**src/hdl/pio_pkg.sv**
```systemverilog
// Package for the pump logic I/O control block: register map, field
// positions, reset values and the trigger and direction mode codes.
// Assumes an APB slave with 8-bit byte addresses and 32-bit data.

package pio_pkg;

  // ****************************************************************
  // Bus geometry
  // ****************************************************************
  localparam int unsigned PIO_ADDR_W = 8;
  localparam int unsigned PIO_DATA_W = 32;

  // ****************************************************************
  // Register byte offsets
  // ****************************************************************
  localparam logic [7:0] PIO_OFS_CTRL = 8'h00;   // Mode settings
  localparam logic [7:0] PIO_OFS_STATUS = 8'h04; // State, sticky flags (W1C)
  localparam logic [7:0] PIO_OFS_CMD = 8'h08;    // Key and step commands

  // ****************************************************************
  // Control register fields
  // ****************************************************************
  localparam int unsigned PIO_CTRL_MODE_LSB = 0;
  localparam int unsigned PIO_MODE_W = 4;
  localparam int unsigned PIO_CTRL_DIRMODE_BIT = 4;
  localparam int unsigned PIO_CTRL_MOTOR_BIT = 5;

  // ****************************************************************
  // Command register bits (write only, read as zero)
  // ****************************************************************
  localparam int unsigned PIO_CMD_STARTSTOP_BIT = 0; // Start/stop key
  localparam int unsigned PIO_CMD_STOPKEY_BIT = 1;   // Front panel stop key
  localparam int unsigned PIO_CMD_DIRKEY_BIT = 2;    // Direction key
  localparam int unsigned PIO_CMD_COND_BIT = 3;      // Conditional jump step
  localparam int unsigned PIO_CMD_OUT_BIT = 4;       // Output-setting step
  localparam int unsigned PIO_CMD_OUTLVL_BIT = 5;    // Level for that step

  // ****************************************************************
  // Status register bits
  // ****************************************************************
  localparam int unsigned PIO_ST_RUN_BIT = 0;
  localparam int unsigned PIO_ST_DIR_BIT = 1;
  localparam int unsigned PIO_ST_MOTOR_BIT = 2;
  localparam int unsigned PIO_ST_TRAP_BIT = 3;   // Sticky, W1C
  localparam int unsigned PIO_ST_JUMP_BIT = 4;   // Sticky, W1C
  localparam int unsigned PIO_ST_TRIGIN_BIT = 5;
  localparam int unsigned PIO_ST_DIRIN_BIT = 6;
  localparam int unsigned PIO_ST_PROGIN_BIT = 7;
  localparam int unsigned PIO_ST_IGNORE_BIT = 8;
  localparam int unsigned PIO_ST_PROGOUT_BIT = 9;

  // ****************************************************************
  // Synchroniser lanes
  // ****************************************************************
  localparam int unsigned PIO_SYN_W = 3;
  localparam int unsigned PIO_SYN_TRIG = 0;
  localparam int unsigned PIO_SYN_DIR = 1;
  localparam int unsigned PIO_SYN_PROG = 2;

  // ****************************************************************
  // Mode encodings
  // ****************************************************************
  typedef enum logic [3:0] {
    PIO_TRIG_OFF = 4'h0,
    PIO_TRIG_FOOT = 4'h1,
    PIO_TRIG_FOOT_HOLD = 4'h2,
    PIO_TRIG_FOOT_REV = 4'h3,
    PIO_TRIG_LEVEL = 4'h4,
    PIO_TRIG_START = 4'h5,
    PIO_TRIG_START_REV = 4'h6,
    PIO_TRIG_STOP = 4'h7,
    PIO_TRIG_STOP_REV = 4'h8,
    PIO_TRIG_RUN_LOW = 4'h9,
    PIO_TRIG_RUN_HIGH = 4'hA,
    PIO_TRIG_STOP_LOW = 4'hB,
    PIO_TRIG_STOP_HIGH = 4'hC,
    PIO_TRIG_EVENT_TRAP = 4'hD,
    PIO_TRIG_BUTTON_EVENT = 4'hE
  } pio_trig_mode_type;

  typedef enum logic {
    PIO_DIR_RECIP = 1'b0,
    PIO_DIR_DUAL = 1'b1
  } pio_dir_mode_type;

  // Direction coding: high is infuse, as on the direction output
  localparam logic PIO_INFUSE = 1'b1;
  localparam logic PIO_WITHDRAW = 1'b0;

  // ****************************************************************
  // Reset values
  // ****************************************************************
  localparam pio_trig_mode_type PIO_RST_MODE = PIO_TRIG_OFF;
  localparam pio_dir_mode_type PIO_RST_DIRMODE = PIO_DIR_RECIP;
  localparam logic PIO_RST_MOTOR = 1'b0;
  localparam logic PIO_RST_DIR = PIO_INFUSE;
  localparam logic PIO_RST_PROGOUT = 1'b0;
  localparam logic [31:0] PIO_RDATA_ZERO = 32'h0000_0000;

endpackage

```
**src/hdl/pio_ctrl.sv**
```systemverilog
// Logic-level control port of a syringe pump: trigger decoding, direction
// steering, motor activity and direction outputs, program pin steps.
// Assumes keypad editing, alarm, pause timer and direction-key-allowed
// come from pump logic on pclk; the three input pins are asynchronous.
`timescale 1ns/10ps
`default_nettype none

module pio_ctrl
  import pio_pkg::*;
(
  input wire logic pclk,
  input wire logic presetn,
  input wire logic psel,
  input wire logic penable,
  input wire logic pwrite,
  input wire logic [PIO_ADDR_W-1:0] paddr,
  input wire logic [PIO_DATA_W-1:0] pwdata,
  output logic [PIO_DATA_W-1:0] prdata,
  output logic pready,
  output logic pslverr,
  input wire logic trig_pin,
  input wire logic dir_pin,
  input wire logic prog_in_pin,
  output logic motor_active_pin,
  output logic dir_out_pin,
  output logic prog_out_pin,
  input wire logic keypad_edit,
  input wire logic alarm,
  input wire logic pause_timer,
  input wire logic dir_key_ok,
  output logic program_run,
  output logic event_trap,
  output logic cond_jump
);

  // ****************************************************************
  // State
  // ****************************************************************
  typedef struct packed {
    pio_trig_mode_type mode;     // trigger_mode_setting
    pio_dir_mode_type dir_mode;  // Reciprocating or paired same direction
    logic motor_opt;             // Motor activity output option
    logic run;                   // Pumping program running
    logic dir;                   // Current direction, high is infuse
    logic motor;                 // Registered motor activity output
    logic prog_out;              // Program output pin level
    logic trap_sticky;           // Event trap seen since last clear
    logic jump_sticky;           // Conditional jump taken since last clear
    logic trap_pulse;            // One-cycle event trap strobe
    logic jump_pulse;            // One-cycle jump strobe
    logic [PIO_DATA_W-1:0] rdata; // Read data, captured in setup phase
  } pio_state_type;

  pio_state_type st_ff;
  pio_state_type nxt_st;

  // ****************************************************************
  // Input synchronisers
  // ****************************************************************
  logic [PIO_SYN_W-1:0] pins_async; // Raw pins gathered in lanes
  logic [PIO_SYN_W-1:0] pin_lvl;    // Synchronised levels
  logic [PIO_SYN_W-1:0] pin_rise;   // One-cycle rising edges
  logic [PIO_SYN_W-1:0] pin_fall;   // One-cycle falling edges

  assign pins_async[PIO_SYN_TRIG] = trig_pin;
  assign pins_async[PIO_SYN_DIR] = dir_pin;
  assign pins_async[PIO_SYN_PROG] = prog_in_pin;

  // Every pin passes two flops before any edge logic looks at it
  pio_sync_edge #(
    .WIDTH(PIO_SYN_W)
  ) u_sync (
    .pclk(pclk),
    .presetn(presetn),
    .pin_async(pins_async),
    .level(pin_lvl),
    .rise(pin_rise),
    .fall(pin_fall)
  );

  // ****************************************************************
  // Helpers
  // ****************************************************************
  // Address decode for the error answer; read data decodes its own addresses
  function automatic logic is_mapped(input logic [PIO_ADDR_W-1:0] a);
    is_mapped = (a == PIO_OFS_CTRL) || (a == PIO_OFS_STATUS) || (a == PIO_OFS_CMD);
  endfunction

  // Toggle request resolved against the current run state
  function automatic logic [1:0] split_toggle(input logic tog, input logic run);
    split_toggle = {tog & run, tog & ~run};
  endfunction

  // ****************************************************************
  // Working signals
  // ****************************************************************
  logic ignore_in;     // Inputs disregarded
  logic bus_setup;     // APB setup phase
  logic bus_wr;        // APB write completing this cycle
  logic t_start;       // Trigger start activation
  logic t_stop;        // Trigger stop activation
  logic t_toggle;      // Trigger start/stop key emulation
  logic k_start;       // Start from software start/stop key
  logic k_stop;        // Stop from software keys
  logic trap_evt;      // Stop redirected to the event trap
  logic any_start;     // Combined start request
  logic any_stop;      // Combined stop request
  logic dir_flip;      // Direction change request
  logic pumping;       // Motor moving in the next state
  logic [PIO_DATA_W-1:0] status_word; // Status register view
  logic [1:0] tog_split; // {stop, start} from a toggle

  // ****************************************************************
  // Next-state logic
  // ****************************************************************
  always_comb begin
    nxt_st = st_ff;
    tog_split = 2'b00;
    ignore_in = keypad_edit | alarm;
    bus_setup = psel & ~penable;
    bus_wr = psel & penable & pwrite;
    t_start = 1'b0;
    t_stop = 1'b0;
    t_toggle = 1'b0;
    k_start = 1'b0;
    k_stop = 1'b0;
    trap_evt = 1'b0;
    dir_flip = 1'b0;

    // Trigger decode by mode; toggle activations emulate the start/stop key
    unique case (st_ff.mode)
      PIO_TRIG_FOOT: begin
        t_toggle = pin_fall[PIO_SYN_TRIG];
      end
      PIO_TRIG_FOOT_HOLD: begin
        t_start = pin_fall[PIO_SYN_TRIG];
        t_stop = pin_rise[PIO_SYN_TRIG];
      end
      PIO_TRIG_FOOT_REV: begin
        t_toggle = pin_rise[PIO_SYN_TRIG];
      end
      PIO_TRIG_LEVEL: begin
        t_stop = pin_fall[PIO_SYN_TRIG];
        t_start = pin_rise[PIO_SYN_TRIG];
      end
      PIO_TRIG_START: begin
        t_start = pin_fall[PIO_SYN_TRIG];
      end
      PIO_TRIG_START_REV: begin
        t_start = pin_rise[PIO_SYN_TRIG];
      end
      PIO_TRIG_STOP: begin
        t_stop = pin_fall[PIO_SYN_TRIG];
      end
      PIO_TRIG_STOP_REV: begin
        t_stop = pin_rise[PIO_SYN_TRIG];
      end
      PIO_TRIG_RUN_LOW: begin
        // Level drives the run state continuously
        t_start = ~pin_lvl[PIO_SYN_TRIG];
        t_stop = pin_lvl[PIO_SYN_TRIG];
      end
      PIO_TRIG_RUN_HIGH: begin
        t_start = pin_lvl[PIO_SYN_TRIG];
        t_stop = ~pin_lvl[PIO_SYN_TRIG];
      end
      PIO_TRIG_STOP_LOW: begin
        t_stop = ~pin_lvl[PIO_SYN_TRIG];
      end
      PIO_TRIG_STOP_HIGH: begin
        t_stop = pin_lvl[PIO_SYN_TRIG];
      end
      PIO_TRIG_EVENT_TRAP: begin
        // Foot switch style; the stop half is redirected below
        t_toggle = pin_fall[PIO_SYN_TRIG];
      end
      PIO_TRIG_OFF, PIO_TRIG_BUTTON_EVENT: begin
        // No action from the trigger pin
        t_toggle = 1'b0;
      end
      default: begin
        // Unused code 15 behaves as off
        t_toggle = 1'b0;
      end
    endcase

    // Keypad editing or alarm silences the trigger and direction inputs
    if (ignore_in) begin
      t_start = 1'b0;
      t_stop = 1'b0;
      t_toggle = 1'b0;
    end

    // Toggle becomes a stop when running, a start when stopped
    tog_split = split_toggle(t_toggle, st_ff.run);
    t_stop = t_stop | tog_split[1];
    t_start = t_start | tog_split[0];

    // In event trap mode a trigger stop goes to the trap instead
    if (st_ff.mode == PIO_TRIG_EVENT_TRAP && t_stop) begin
      trap_evt = 1'b1;
      t_stop = 1'b0;
    end

    // Software keys, accepted only on a completing write
    if (bus_wr && paddr == PIO_OFS_CMD) begin
      tog_split = split_toggle(pwdata[PIO_CMD_STARTSTOP_BIT], st_ff.run);
      k_stop = tog_split[1];
      k_start = tog_split[0];
      if (pwdata[PIO_CMD_STOPKEY_BIT]) begin
        // Button event mode turns the stop key into a trap
        if (st_ff.mode == PIO_TRIG_BUTTON_EVENT) begin
          trap_evt = 1'b1;
        end else begin
          k_stop = 1'b1;
        end
      end
      // Direction key, only where the pump allows it
      if (pwdata[PIO_CMD_DIRKEY_BIT] && dir_key_ok) begin
        dir_flip = 1'b1;
      end
      // Output-setting step drives the program output pin
      if (pwdata[PIO_CMD_OUT_BIT]) begin
        nxt_st.prog_out = pwdata[PIO_CMD_OUTLVL_BIT];
      end
    end

    // Stop beats start when both arrive together, the safe choice
    any_stop = t_stop | k_stop;
    any_start = t_start | k_start;
    if (any_stop) begin
      nxt_st.run = 1'b0;
    end else if (any_start) begin
      nxt_st.run = 1'b1;
    end

    // Direction input emulates the direction key
    if (!ignore_in && dir_key_ok) begin
      if (st_ff.dir_mode == PIO_DIR_RECIP) begin
        // Withdraw + fall -> infuse, infuse + rise -> withdraw
        if (st_ff.dir == PIO_WITHDRAW && pin_fall[PIO_SYN_DIR]) begin
          dir_flip = 1'b1;
        end
        if (st_ff.dir == PIO_INFUSE && pin_rise[PIO_SYN_DIR]) begin
          dir_flip = 1'b1;
        end
      end else begin
        // Withdraw + rise -> infuse, infuse + fall -> withdraw
        if (st_ff.dir == PIO_WITHDRAW && pin_rise[PIO_SYN_DIR]) begin
          dir_flip = 1'b1;
        end
        if (st_ff.dir == PIO_INFUSE && pin_fall[PIO_SYN_DIR]) begin
          dir_flip = 1'b1;
        end
      end
    end
    if (dir_flip) begin
      nxt_st.dir = ~st_ff.dir;
    end

    // Motor activity; option 1 also covers the pause timer
    pumping = nxt_st.run & ~pause_timer;
    nxt_st.motor = st_ff.motor_opt ? (pumping | (nxt_st.run & pause_timer)) : pumping;

    // Control register write
    if (bus_wr && paddr == PIO_OFS_CTRL) begin
      nxt_st.mode = pio_trig_mode_type'(pwdata[PIO_CTRL_MODE_LSB +: PIO_MODE_W]);
      nxt_st.dir_mode = pio_dir_mode_type'(pwdata[PIO_CTRL_DIRMODE_BIT]);
      nxt_st.motor_opt = pwdata[PIO_CTRL_MOTOR_BIT];
    end

    // Sticky flags: write one clears, a new event in the same cycle wins
    if (bus_wr && paddr == PIO_OFS_STATUS) begin
      if (pwdata[PIO_ST_TRAP_BIT]) begin
        nxt_st.trap_sticky = 1'b0;
      end
      if (pwdata[PIO_ST_JUMP_BIT]) begin
        nxt_st.jump_sticky = 1'b0;
      end
    end

    // Conditional step jumps when the program input is low
    nxt_st.jump_pulse = bus_wr && (paddr == PIO_OFS_CMD) && pwdata[PIO_CMD_COND_BIT]
      && !pin_lvl[PIO_SYN_PROG];
    if (nxt_st.jump_pulse) begin
      nxt_st.jump_sticky = 1'b1;
    end
    nxt_st.trap_pulse = trap_evt;
    if (trap_evt) begin
      nxt_st.trap_sticky = 1'b1;
    end

    // Status view of the block's own state
    status_word = PIO_RDATA_ZERO;
    status_word[PIO_ST_RUN_BIT] = st_ff.run;
    status_word[PIO_ST_DIR_BIT] = st_ff.dir;
    status_word[PIO_ST_MOTOR_BIT] = st_ff.motor;
    status_word[PIO_ST_TRAP_BIT] = st_ff.trap_sticky;
    status_word[PIO_ST_JUMP_BIT] = st_ff.jump_sticky;
    status_word[PIO_ST_TRIGIN_BIT] = pin_lvl[PIO_SYN_TRIG];
    status_word[PIO_ST_DIRIN_BIT] = pin_lvl[PIO_SYN_DIR];
    status_word[PIO_ST_PROGIN_BIT] = pin_lvl[PIO_SYN_PROG];
    status_word[PIO_ST_IGNORE_BIT] = ignore_in;
    status_word[PIO_ST_PROGOUT_BIT] = st_ff.prog_out;

    // Read data captured in setup so it leaves a flop in the access phase
    if (bus_setup) begin
      nxt_st.rdata = PIO_RDATA_ZERO;
      if (!pwrite && paddr == PIO_OFS_CTRL) begin
        nxt_st.rdata[PIO_CTRL_MODE_LSB +: PIO_MODE_W] = st_ff.mode;
        nxt_st.rdata[PIO_CTRL_DIRMODE_BIT] = st_ff.dir_mode;
        nxt_st.rdata[PIO_CTRL_MOTOR_BIT] = st_ff.motor_opt;
      end else if (!pwrite && paddr == PIO_OFS_STATUS) begin
        nxt_st.rdata = status_word;
      end
    end
  end

  // ****************************************************************
  // State register
  // ****************************************************************
  always_ff @(posedge pclk or negedge presetn) begin
    if (!presetn) begin
      st_ff.mode <= PIO_RST_MODE;
      st_ff.dir_mode <= PIO_RST_DIRMODE;
      st_ff.motor_opt <= PIO_RST_MOTOR;
      st_ff.run <= 1'b0;
      st_ff.dir <= PIO_RST_DIR;
      st_ff.motor <= 1'b0;
      st_ff.prog_out <= PIO_RST_PROGOUT;
      st_ff.trap_sticky <= 1'b0;
      st_ff.jump_sticky <= 1'b0;
      st_ff.trap_pulse <= 1'b0;
      st_ff.jump_pulse <= 1'b0;
      st_ff.rdata <= PIO_RDATA_ZERO;
    end else begin
      st_ff <= nxt_st;
    end
  end

  // ****************************************************************
  // Outputs
  // ****************************************************************
  // Zero wait states: every access phase completes at once
  assign pready = 1'b1;
  // Unmapped addresses answer with an error in the access phase
  assign pslverr = psel & penable & ~is_mapped(paddr);
  assign prdata = st_ff.rdata;
  assign motor_active_pin = st_ff.motor;
  assign dir_out_pin = st_ff.dir;
  assign prog_out_pin = st_ff.prog_out;
  assign program_run = st_ff.run;
  assign event_trap = st_ff.trap_pulse;
  assign cond_jump = st_ff.jump_pulse;

endmodule
`default_nettype wire

```
**src/hdl/pio_sync_edge.sv**
```systemverilog
// Two-flop synchroniser with edge detection for the external input pins.
// Assumes the pins are asynchronous to pclk; level, rise and fall are
// all taken from the second and third flops only.
`timescale 1ns/10ps
`default_nettype none

module pio_sync_edge #(
  parameter int unsigned WIDTH = 3
) (
  input wire logic pclk,
  input wire logic presetn,
  input wire logic [WIDTH-1:0] pin_async,
  output logic [WIDTH-1:0] level,
  output logic [WIDTH-1:0] rise,
  output logic [WIDTH-1:0] fall
);

  // ****************************************************************
  // State
  // ****************************************************************
  typedef struct packed {
    logic [WIDTH-1:0] meta;  // First stage, read only by the second
    logic [WIDTH-1:0] sync;  // Second stage, safe level
    logic [WIDTH-1:0] prev;  // Delayed copy for edge detection
  } pio_sync_state_type;

  pio_sync_state_type st_ff;
  pio_sync_state_type nxt_st;

  // Shift pins through the chain; one edge per physical transition
  always_comb begin
    nxt_st = st_ff;
    nxt_st.meta = pin_async;
    nxt_st.sync = st_ff.meta;
    nxt_st.prev = st_ff.sync;
  end

  // Pins idle high (pulled up), so reset to high avoids a false edge
  always_ff @(posedge pclk or negedge presetn) begin
    if (!presetn) begin
      st_ff <= '1;
    end else begin
      st_ff <= nxt_st;
    end
  end

  assign level = st_ff.sync;
  assign rise = st_ff.sync & ~st_ff.prev;
  assign fall = ~st_ff.sync & st_ff.prev;

endmodule
`default_nettype wire

```
**config.mk**
```make
export PLATFORM = sky130hd
export DESIGN_NAME = pio_ctrl
export DESIGN_NICKNAME = d
export VERILOG_FILES = /design/src/hdl/pio_pkg.sv /design/src/hdl/pio_ctrl.sv /design/src/hdl/pio_sync_edge.sv
export SDC_FILE = /design/constraint.sdc
export NUM_CORES = 1
export LEC_CHECK = 0
export BUFFER_PORTS_ARGS = -buffer_cell sky130_fd_sc_hd__buf_2
export CAP_MARGIN = 20
export CORE_ASPECT_RATIO = 1.2
export CORE_UTILIZATION = 41
export DETAILED_ROUTE_END_ITERATION = 7
export GPL_TIMING_DRIVEN = 0
export MAX_ROUTING_LAYER = met4
export PLACE_DENSITY = 0.83
export SLEW_MARGIN = 15
export SYNTH_ARGS = -nofsm -noshare
export SYNTH_HDL_FRONTEND = slang
export SYNTH_SLANG_ARGS = --single-unit
```
**constraint.sdc**
```tcl
create_clock -name pclk -period 1.6 [get_ports pclk]
set_clock_uncertainty 0.05 [all_clocks]
set_input_delay 0.08 -clock pclk [delete_from_list [all_inputs] [get_ports pclk]]
set_output_delay 0.08 -clock pclk [all_outputs]
set_load 0.01 [all_outputs]
```
==> run_results.csv <==
group,metric,value,unit
outcome,status,"finished, violations left",
outcome,violations,"negative setup slack",
yosys,synth.top_cells.by_area,"dfrtp_1 (31%), buf_4 (15%), dfstp_2 (13%), mux2_1 (4.3%), nand2_1 (3.9%)",
finish,syn2layout_area_growth,32.05,%
pwr,p_int,1.359,mW
timing,tightest_slew,700.6,ps
pwr,swShare,26.26,%
timing,fin_crit,1747,ps
pwr,power_density,755.8,nW/µm²
floorplanning,io_pins,92,
min_path,whs_path_depth,2,
global_routing,grt_pass1_wl,6520,µm
timing,hold_viol,0,
timing,fin_crit_sh,109.2,%
setup_path,startpoint_type,"flop",
floorplanning,die_y,75.52,µm
clock_network,cts-root-buf,"clkbuf_8",
place,port_buffers,42,
clock_network,numCtsBuffers,5,
floorplanning,num_rows,26,
pwr,p_comb_share,15.8,%
global_routing,track_usage,18.74,%
timing,setup_ws,-146.7,ps
yosys,ys_seq_elements,32,
global_routing,grt_start_max_net_pins,33,
timing,slew_viol_final,0,
yosys,ys_types,46,
global_routing,grt_util_met2,32.38,%
timing,worst_hold_slack,8.197,ps
place,hpwl,2738,µm
clock_network,cts_tree,"yes",
yosys,syn-instance-count,179,
clock_network,htreeDepth,2,
drt,drt-initial-drc-count,48,
place,gp_congestion,0.9271,
drt,via_per_inst,4.767,
yosys,yosys_warnings,0,
drt,vias,1511,
timing,tns,-477.4,ps
clock_network,clockBufferDepth,2,
yosys,syn_area_per_cell,10.32,µm²
floorplanning,die_width,63.27,µm
setup_path,endpoint_kind,"flop",
yosys,synth_top_area_share,31.17,%
timing,max_freq,572.5,MHz
yosys,async_flop_share,100.0,%
setup_path,crit_required,1710,ps
yosys,synth_ff_type,"dfrtp_1",
yosys,synth_most_common_cell,"buf_4",
yosys,ys_seq_area_share,43.97,%
yosys,synth-edff-count,0,
clock_network,clock_latency,290,ps
global_routing,use_met1,21.02,%
finish,nFillCells,381,
floorplanning,fp.coreArea,4294,µm²
global_routing,grt-ovfl-total,0,
timing,rsz0062_at_grt,"true",
pwr,p_switching,484.0,µW
global_routing,grt_pass1_vias,1409,
min_path,min_path_type,"input pin to flop",
pwr,vdd_drop_max,0.0004291,V
finish,drive_gt1_share,43.68,%
finish,fin_cells,317,
global_routing,grt.busiest_layer,"met2",
drt,drtAntennaViolNets,0,
pwr,clkPwrFrac,35.2,%
job,maxCapViolCount,0,
finish,final_net_count,312,
pwr,seq_power_share,49.0,%
yosys,synthTopCellsByCount,"buf_4 (36), dfrtp_1 (23), nand2_1 (19), dfstp_2 (9), mux2_1 (7)",
global_routing,antenna_found_initial,0,
global_routing,grtUsageMet3,2.994,%
setup_path,critPathKind,"flop to flop",
place,place_ws,-219.2,ps
finish,n_antenna_cell,0,
clock_network,cts_sinks,32,
yosys,synthesis.area,1847,µm²
setup_path,reg2reg_depth,5,
timing,setup_violations,4,
place,place_inst,298,
drt,drt-total-wl,4038,µm
floorplanning,start_util,43.01,%
yosys,yosysTopAreaCell,"dfrtp_1",
clock_network,path_clk_slew,70,ps
setup_path,path_max_fanout,3,
drt,drc_errors,0,
timing,max-slew-margin-rel,53.29,%
pwr,cellLeakagePower,1.292,nW
drt,dr.pass1.iters,4,
drt,wl_per_cell,12.74,µm
setup_path,worstPathArrival,1860,ps
floorplanning,die_area,4778,µm²
cell families (layout without fill, tap and decap cells):
kind of cell | count (synthesis) | in the layout | share of synthesized area, %
compound gates | 30 | 30 | 13.35
xor+xnor | 2 | 2 | 0.9487
buf+inv | 44 | 105 | 16.33
flops | 32 | 32 | 43.97
mux | 8 | 8 | 4.811
other cells | 2 | 23 | 0.4067
simple gates | 61 | 61 | 20.19
area by class of cell:
| cell class | instances | area (µm²) | area share (%) |
|---|---|---|---|
| Sequential cell | 32 | 813.3 | 33.35 |
| Clock buffer | 7 | 86.33 | 3.540 |
| Buffer | 42 | 301.5 | 12.37 |
| Inverter | 2 | 7.507 | 0.3079 |
| Timing Repair Buffer | 53 | 312.8 | 12.83 |
| Clock inverter | 1 | 7.507 | 0.3079 |
| Tap cell | 56 | 70.07 | 2.873 |
| Multi-Input combinational cell | 124 | 839.6 | 34.43 |
worst paths after layout:
path | startpoint | to | slack [ps]
worst min register to register | u_sync.nxt_st[4] | u_sync.level[1] | 310
worst min-delay path | pwdata[1] | st_ff[43] | 8
max in group asynchronous | presetn | st_ff[43] | 680
min in group asynchronous | presetn | prdata[3] | 330
worst max register to register | u_sync.st_ff[0] | motor_active_pin | -150
worst max-delay path | u_sync.st_ff[0] | motor_active_pin | -150
placed cells by master, fill, tap and decap left out, types with 4 or more instances in the layout:
cell | netlist | layout
a21oi_1 | 5 | 4
a22o_1 | 6 | 6
a22oi_1 | 6 | 6
buf_2 | 1 | 43
buf_4 | 36 | 38
clkbuf_8 | 0 | 6
conb_1 | 2 | 23
dfrtp_1 | 23 | 22
dfstp_2 | 9 | 9
dlygate4sd3_1 | 0 | 8
mux2_1 | 7 | 7
nand2_1 | 19 | 19
nand2b_1 | 4 | 4
nor2_1 | 5 | 5
per-layer routing:
metal	part of all wire, %	wire [µm]
met3	6.2	251
met2	53	2122
met4	2.0	81
met1	39	1583
met5	0	0
stage by stage:
step	instance area, µm²	total power, mW	utilization, %
floorplan	1931	1.073	-
detailed placement	2211	1.174	51.49
CTS	2424	1.836	56.44
global route	2439	1.915	56.79
finish	2439	1.843	56.79
global placement	2211	1.166	51.49
critical path, stage by stage, from the launching register on:
cell	delay, ps
dfstp_2	550
or3b_4	390
a2111oi_4	340
o31ai_1	130
nand3_1	110
nor3_1	60
flip-flops by register name, indices dropped and copies added, names as in the netlist:
| register | count |
|---|---|
| prdata | 10 |
| st_ff | 8 |
| u_sync.level | 3 |
| u_sync.nxt_st | 3 |
| u_sync.st_ff | 2 |
| cond_jump | 1 |
| dir_out_pin | 1 |
| event_trap | 1 |
| motor_active_pin | 1 |
| prog_out_pin | 1 |
| program_run | 1 |
power by group through the flow:
stage | Clock, mW | Sequential [mW] | Combinational, mW
after floorplan | 0 | 0.913 | 0.160
after global placement | 0 | 0.913 | 0.254
after detailed placement | 0 | 0.915 | 0.258
after CTS | 0.649 | 0.902 | 0.285
after global routing | 0.683 | 0.908 | 0.324
final | 0.648 | 0.904 | 0.291
repair_timing:
action / 4_1_cts / 5_1_grt
setup buffers: 3 / 0
hold endpoints to repair: 31 / 0
pin swaps: 2 / 1
hold buffers: 8 / 0
gates resized for setup: 5 / 7
setup endpoints to repair: 4 / 4
Note: power is estimated with default switching activity, not from simulation.
